## src/include/btfb_pkg.sv

```systemverilog
// constants and decode helpers for the bit-invert and flag-branch executor
// What this block does
// - top nibble 0111 decodes bit invert: bit number, bank selector, file address
// - bit invert reads byte, flips only chosen bit, writes back same place
// - selector 0 uses fixed access bank; selector 1 uses bank select register
// - these three instructions never change any arithmetic status flag
// - upper byte 1110 0100 decodes branch on overflow, low byte signed offset
// - upper byte 1110 0000 decodes branch on zero, low byte signed offset
// - branch on overflow changes program counter only when overflow flag is 1
// - branch on zero changes program counter only when zero flag is 1
// - target is incremented counter plus twice the signed offset
// - untaken branch takes one cycle; taken takes two, second is idle
package btfb_pkg;
  localparam int unsigned PC_W        = 21;
  localparam int unsigned ADDR_W      = 12;
  localparam int unsigned BANK_W      = 4;
  localparam logic [3:0]  OPC_INVERT  = 4'h7;
  localparam logic [7:0]  OPC_BOV     = 8'he4;
  localparam logic [7:0]  OPC_BZ      = 8'he0;
  localparam int unsigned BIT_LSB     = 9;
  localparam int unsigned BANK_SEL    = 8;
  localparam logic [BANK_W-1:0] ACC_LO_BANK = 4'h0;
  localparam logic [BANK_W-1:0] ACC_HI_BANK = 4'hf;
  localparam int unsigned ACC_SPLIT_BIT = 7;
  localparam logic [PC_W-1:0]   PC_STEP     = 21'h000002;
  localparam logic [PC_W-1:0]   PC_RESET    = 21'h000000;
  localparam logic [1:0]  PH_Q1 = 2'h0;
  localparam logic [1:0]  PH_Q2 = 2'h1;
  localparam logic [1:0]  PH_Q3 = 2'h2;
  localparam logic [1:0]  PH_Q4 = 2'h3;

  function automatic logic is_invert(input logic [15:0] w);
    return w[15:12] == OPC_INVERT;
  endfunction

  function automatic logic is_bov(input logic [15:0] w);
    return w[15:8] == OPC_BOV;
  endfunction

  function automatic logic is_bz(input logic [15:0] w);
    return w[15:8] == OPC_BZ;
  endfunction

  function automatic logic [7:0] bit_mask(input logic [15:0] w);
    return 8'h01 << w[BIT_LSB+:3];
  endfunction

  function automatic logic [ADDR_W-1:0] data_addr(input logic [15:0]       w,
                                                 input logic [BANK_W-1:0] bank);
    logic [BANK_W-1:0] hi;
    hi = w[BANK_SEL] ? bank : (w[ACC_SPLIT_BIT] ? ACC_HI_BANK : ACC_LO_BANK);
    return {hi, w[7:0]};
  endfunction

  function automatic logic [PC_W-1:0] branch_disp(input logic [15:0] w);
    logic [PC_W-1:0] sx;
    sx = {{(PC_W-8){w[7]}}, w[7:0]};
    return {sx[PC_W-2:0], 1'b0};
  endfunction
endpackage

```

## src/rtl/btfb_exec.sv

```systemverilog
// executor for bit invert, branch on overflow and branch on zero
`timescale 1ns/1ps
module btfb_exec
  import btfb_pkg::*;
(
  input  wire logic              i_clk_sys,
  input  wire logic              i_srst,
  input  wire logic [15:0]       i_instr,
  input  wire logic [BANK_W-1:0] i_bank_select_reg,
  input  wire logic              i_flag_overflow,
  input  wire logic              i_flag_zero,
  input  wire logic [7:0]        i_mem_rdata,
  output logic [1:0]             o_phase,
  output logic [PC_W-1:0]        o_pc,
  output logic [ADDR_W-1:0]      o_mem_addr,
  output logic                   o_mem_rd,
  output logic                   o_mem_wr,
  output logic [7:0]             o_mem_wdata,
  output logic                   o_branch_taken
);
  logic [1:0]      phase;
  logic [15:0]     ir;
  logic            ir_live;
  logic            flush;
  logic            taken;
  logic [PC_W-1:0] target;

  btfb_phase_gen btfb_phase_gen_i (
    .i_clk_sys (i_clk_sys),
    .i_srst    (i_srst),
    .o_phase   (phase)
  );

  wire             q1       = phase == PH_Q1;
  wire             q2       = phase == PH_Q2;
  wire             q3       = phase == PH_Q3;
  wire             q4       = phase == PH_Q4;
  wire             do_inv   = ir_live && is_invert(ir);
  wire             do_bov   = ir_live && is_bov(ir);
  wire             do_bz    = ir_live && is_bz(ir);
  // flags are only sampled here, never written back
  wire             cond_ok  = (do_bov && i_flag_overflow)
                           || (do_bz && i_flag_zero);
  wire [PC_W-1:0]  next_pc_seq = o_pc + PC_STEP;
  wire [PC_W-1:0]  next_target = next_pc_seq + branch_disp(ir);
  // an idle slot holds the counter, so the word at the target is fetched again
  wire [PC_W-1:0]  next_pc     = taken ? target : (ir_live ? next_pc_seq : o_pc);
  wire [7:0]       next_wdata  = i_mem_rdata ^ bit_mask(ir);
  wire [ADDR_W-1:0] next_addr  = data_addr(ir, i_bank_select_reg);

  assign o_phase = phase;

  // instruction capture; a flushed slot becomes an idle cycle
  always_ff @(posedge i_clk_sys) begin
    if (i_srst) begin
      ir      <= 16'h0000;
      ir_live <= 1'b0;
    end else if (q1) begin
      ir      <= i_instr;
      ir_live <= !flush;
    end
  end

  // data memory read-modify-write, write in the last phase
  always_ff @(posedge i_clk_sys) begin
    if (i_srst) begin
      o_mem_addr  <= '0;
      o_mem_rd    <= 1'b0;
      o_mem_wr    <= 1'b0;
      o_mem_wdata <= 8'h00;
    end else begin
      o_mem_rd <= q2 && do_inv;
      o_mem_wr <= q3 && do_inv;
      if (q2 && do_inv) begin
        o_mem_addr <= next_addr;
      end
      if (q3 && do_inv) begin
        o_mem_wdata <= next_wdata;
      end
    end
  end

  // branch decision in processing phase, counter written in last phase
  always_ff @(posedge i_clk_sys) begin
    if (i_srst) begin
      taken  <= 1'b0;
      target <= PC_RESET;
    end else if (q3) begin
      taken  <= cond_ok;
      target <= next_target;
    end
  end

  always_ff @(posedge i_clk_sys) begin
    if (i_srst) begin
      o_pc           <= PC_RESET;
      flush          <= 1'b0;
      o_branch_taken <= 1'b0;
    end else begin
      o_branch_taken <= q4 && taken;
      if (q4) begin
        o_pc  <= next_pc;
        flush <= taken;
      end else if (q1) begin
        flush <= 1'b0;
      end
    end
  end
endmodule // btfb_exec

```

## src/rtl/btfb_phase_gen.sv

```systemverilog
// four-phase instruction cycle sequencer
`timescale 1ns/1ps
module btfb_phase_gen
  import btfb_pkg::*;
(
  input  wire logic       i_clk_sys,
  input  wire logic       i_srst,
  output logic [1:0]      o_phase
);
  always_ff @(posedge i_clk_sys) begin
    if (i_srst) begin
      o_phase <= PH_Q1;
    end else begin
      o_phase <= o_phase + 2'h1;
    end
  end
endmodule // btfb_phase_gen
```

## config.mk

```make
export PLATFORM = sky130hd
export DESIGN_NAME = btfb_exec
export DESIGN_NICKNAME = d
export VERILOG_FILES = /design/src/include/btfb_pkg.sv /design/src/rtl/btfb_exec.sv /design/src/rtl/btfb_phase_gen.sv
export SDC_FILE = /design/constraint.sdc
export NUM_CORES = 1
export LEC_CHECK = 0
export BUFFER_PORTS_ARGS = -buffer_cell sky130_fd_sc_hd__buf_2
export CORE_AREA = 2 2 118 91
export CTS_CLUSTER_SIZE = 14
export DETAILED_ROUTE_END_ITERATION = 7
export DIE_AREA = 0 0 120 93
export PLACE_DENSITY = 0.76
export SKIP_LAST_GASP = 1
export SYNTH_ARGS = -nofsm -noshare
export SYNTH_HDL_FRONTEND = slang
export SYNTH_SLANG_ARGS = --single-unit
```

## constraint.sdc

```tcl
create_clock -name i_clk_sys -period 3.1 [get_ports i_clk_sys]
set_input_delay 0.62 -clock i_clk_sys [delete_from_list [all_inputs] [get_ports i_clk_sys]]
set_output_delay 0.62 -clock i_clk_sys [all_outputs]
set_load 0.01 [all_outputs]
```

==> results by group <==
Run status
  – Status: completed

Route
  – Vias: 4867
  – WL per Instance: 16.92 um
  – DRC Markers: 0
  – Drt via density: 5.815
  – Post-route ant nets: 0
  – Pre-antenna DRT Iters: 5
  – Final WL: 14160 um
  – Initial DRC count: 508

Power
  – Seq pwr share: 46.1%
  – Clock group share of total power: 39.9%
  – Internal Pwr Total: 1889 uW
  – Power Density: 432.3 nW/um^2
  – Peak VDD IR: 0.0002363 V
  – Net Sw Power: 723.0 uW
  – Comb power frac: 14.0%
  – Switch share: 27.68%
  – P_leak: 0.002623 uW

Logic synthesis
  – Register area share after synthesis: 33.76%
  – Syn Inst Count: 622
  – Syn Area/Cell: 8.199 sq um
  – EDFF count, synth: 0
  – Ys async rst share: 0%
  – Syn_nets: 681
  – Distinct cell type count after synthesis: 62
  – Mapped Area: 5100 sq um
  – Yosys warns: 0
  – Ys flop type: dfxtp_1
  – Register bit total from synthesis: 86

Timing
  – Fin Setup TNS: 0 ns
  – Slew HR: 20.55%
  – Max-slew violation count: 0
  – Hold Vio Cnt, Final: 0
  – Fin crit period: 2.974 ns
  – Highest Clock Rate: 0.3363 GHz
  – Period utilisation layout: 95.93%
  – Slew @ Worst Pin: 1.184 ns
  – Final setup vio count: 0
  – Skew final: 0.008852 ns
  – Worst Slack Setup Final: 0.1263 ns

Cells and area
  – Nets@finish: 755
  – Commonest non-fill, non-tap cells in the layout: nor2_1, dfxtp_1, buf_2
  – Fillers: 850
  – Share of layout cells above drive strength 1: 21.97%
  – Final design utilization: 60.12%
  – Most common cell after layout, fill and taps aside: nor2_1
  – Synth-to-Final Area Change: 18.47%
  – Ant. Diodes: 0

Clocking
  – CTS Buf Count: 9
  – CTS Root Cell: clkbuf_16
  – CTS clk-pin slew, worst paths: 0.06 ns
  – Sink Count: 86
  – Clock latency at the later pin of the worst-skew pair: 0.35 ns
  – H-tree Lvls: 3
  – Hold-fix buffers, CTS: 0
  – CTS tree: built
  – Clock Path Buffers: 2

Place
  – Final HPWL DP: 10360 um
  – Worst slack at placement: 0.01752 ns
  – Port bufs: 77
  – GPL Wtd Cong: 0.9626

Global route
  – Largest net degree at the start of global routing: 59
  – Most Crowded Layer GR: met2
  – Global-route wire length before repair: 22670 um
  – Routing usage on met2: 37.59%
  – Met3 Usage GRT: 5.793%
  – GRT overflow: 0
  – Vias in the first global route: 4455
  – Gr usage total: 25.58%
  – M1 GR Usage: 37.25%
  – Initial antenna violation count: 0

Min path
  – Worst Hold Class: reg2reg

Critical path
  – Worst Setup Path Type: reg2reg
  – Crit path arrival time: 3.22 ns
  – CP Capture Type: flip-flop
  – Element type at the critical path start: flip-flop
  – Largest fanout on the critical path: 6
  – Critical Path RT: 3.34 ns

Die
  – Die W: 120 um
  – Starting Density: 50.75%
  – Core Region: 10050 sq um
  – Chip height: 93 um
  – Num rows: 32
  – Num ports: 78
  – DIE AREA: 11160 sq um

Run
  – Max-Cap Viols: 0
-- area by class of cell --
cell class	instances	area, sq um	share of cell area (%)
multi-input cells	484	3228	53.43
flip-flops and latches	86	1727	28.58
repair buffers	105	595.6	9.857
clock buffers	11	252.7	4.183
well taps	136	170.2	2.816
inverters	10	37.54	0.6212
clock inverters	5	31.28	0.5177
-- flip-flops by register name, indices dropped and copies added (netlist names), 2 cells and up --
| signal | flops |
|---|---|
| btfb_phase_gen_i.o_phase | 2 |
| ir | 16 |
| o_mem_addr | 12 |
| o_mem_wdata | 8 |
| o_pc | 21 |
| target | 21 |
-- timing repair --
action                     4_1_cts  5_1_grt
setup buffers                    0        1
setup endpoints to repair        1        8
gates resized for setup          1       18
pin swaps                        0        5
-- power by group through the flow --
| stage | clock, uW | combinational (uW) | sequential (uW) |
|---|---|---|---|
| after global placement | 0 | 340 | 1220 |
| after CTS | 1060 | 352 | 1200 |
| after detailed placement | 0 | 349 | 1220 |
| final | 1040 | 365 | 1200 |
| after global routing | 1100 | 399 | 1210 |
| after floorplan | 0 | 253 | 1200 |
-- critical path: stages (launching register included) --
cell	delay (ns)
dfxtp_1	0.40
ha_1	0.21
nand3_2	0.15
buf_4	0.20
nor2_1	0.17
nand2_1	0.13
xnor2_2	0.28
ha_4	0.26
a21oi_1	0.23
nor2_1	0.08
a21oi_1	0.18
nand2_2	0.14
a311o_1	0.36
o311ai_0	0.07
-- through the flow --
step | instances | power (uW) | hold WS [ns] | area [sq um]
floorplan | 622 | 1458 | 0.4196 | 5105
global placement | 820 | 1561 | 0.4394 | 5663
detailed placement | 820 | 1574 | 0.4465 | 5663
CTS | 836 | 2610 | 0.4564 | 5948
global route | 837 | 2710 | 0.4701 | 6042
finish | 837 | 2612 | 0.4615 | 6042
-- synth_stat cells, types with 5 or more instances --
master,instances,area (sq um)
a211oi_1,20,150.1
a31oi_1,6,37.54
nor2_1,90,337.8
o21a_1,5,37.54
o211ai_1,9,67.56
a21o_1,10,75.07
buf_4,5,37.54
and3_1,6,37.54
ha_1,26,325.3
nand4_1,5,31.28
xnor2_1,22,192.7
inv_1,10,37.54
a2111oi_0,7,61.31
nand2_1,73,274.0
nor3_1,13,65.06
mux2i_1,29,290.3
buf_2,5,25.02
xor2_1,13,113.9
nand2b_1,6,37.54
a21oi_1,39,195.2
o21ai_0,17,85.08
dfxtp_1,86,1722
clkbuf_1,24,90.09
nand3_1,20,100.1
-- kinds of logic (layout without fill, tap and decap cells) --
group / count (synthesis) / in the layout / share of synthesized area, %
AO/OA/AOI/OAI: 143 / 143 / 18.94
XOR/XNOR: 35 / 35 / 6.011
adder cells (fa/ha/maj): 27 / 27 / 6.771
buffers and inverters: 52 / 131 / 4.661
flip-flops: 86 / 86 / 33.76
multiplexers: 32 / 32 / 6.354
AND/OR/NAND/NOR: 247 / 247 / 23.50
-- routing by layer --
layer | vias up | share of wire (%)
li1 | 2374 | -
met1 | 2239 | 49
met2 | 235 | 42
met3 | 19 | 8.0
met4 | 0 | 1.1
met5 | - | 0
-- path summary, 6_finish.rpt --
| check | cells after the start | endpoint | from | slack [ns] |
|---|---|---|---|---|
| min | 2 | o_mem_addr[4]$_SDFFE_PP0P_ | o_mem_addr[4]$_SDFFE_PP0P_ | 0.46 |
| min reg2reg | 2 | o_mem_addr[4]$_SDFFE_PP0P_ | o_mem_addr[4]$_SDFFE_PP0P_ | 0.46 |
| max reg2reg | 13 | target[18]$_SDFFE_PP0P_ | o_pc[1]$_SDFFE_PP0P_ | 0.13 |
| max | 13 | target[18]$_SDFFE_PP0P_ | o_pc[1]$_SDFFE_PP0P_ | 0.13 |
(Power assumes the default switching activity.)
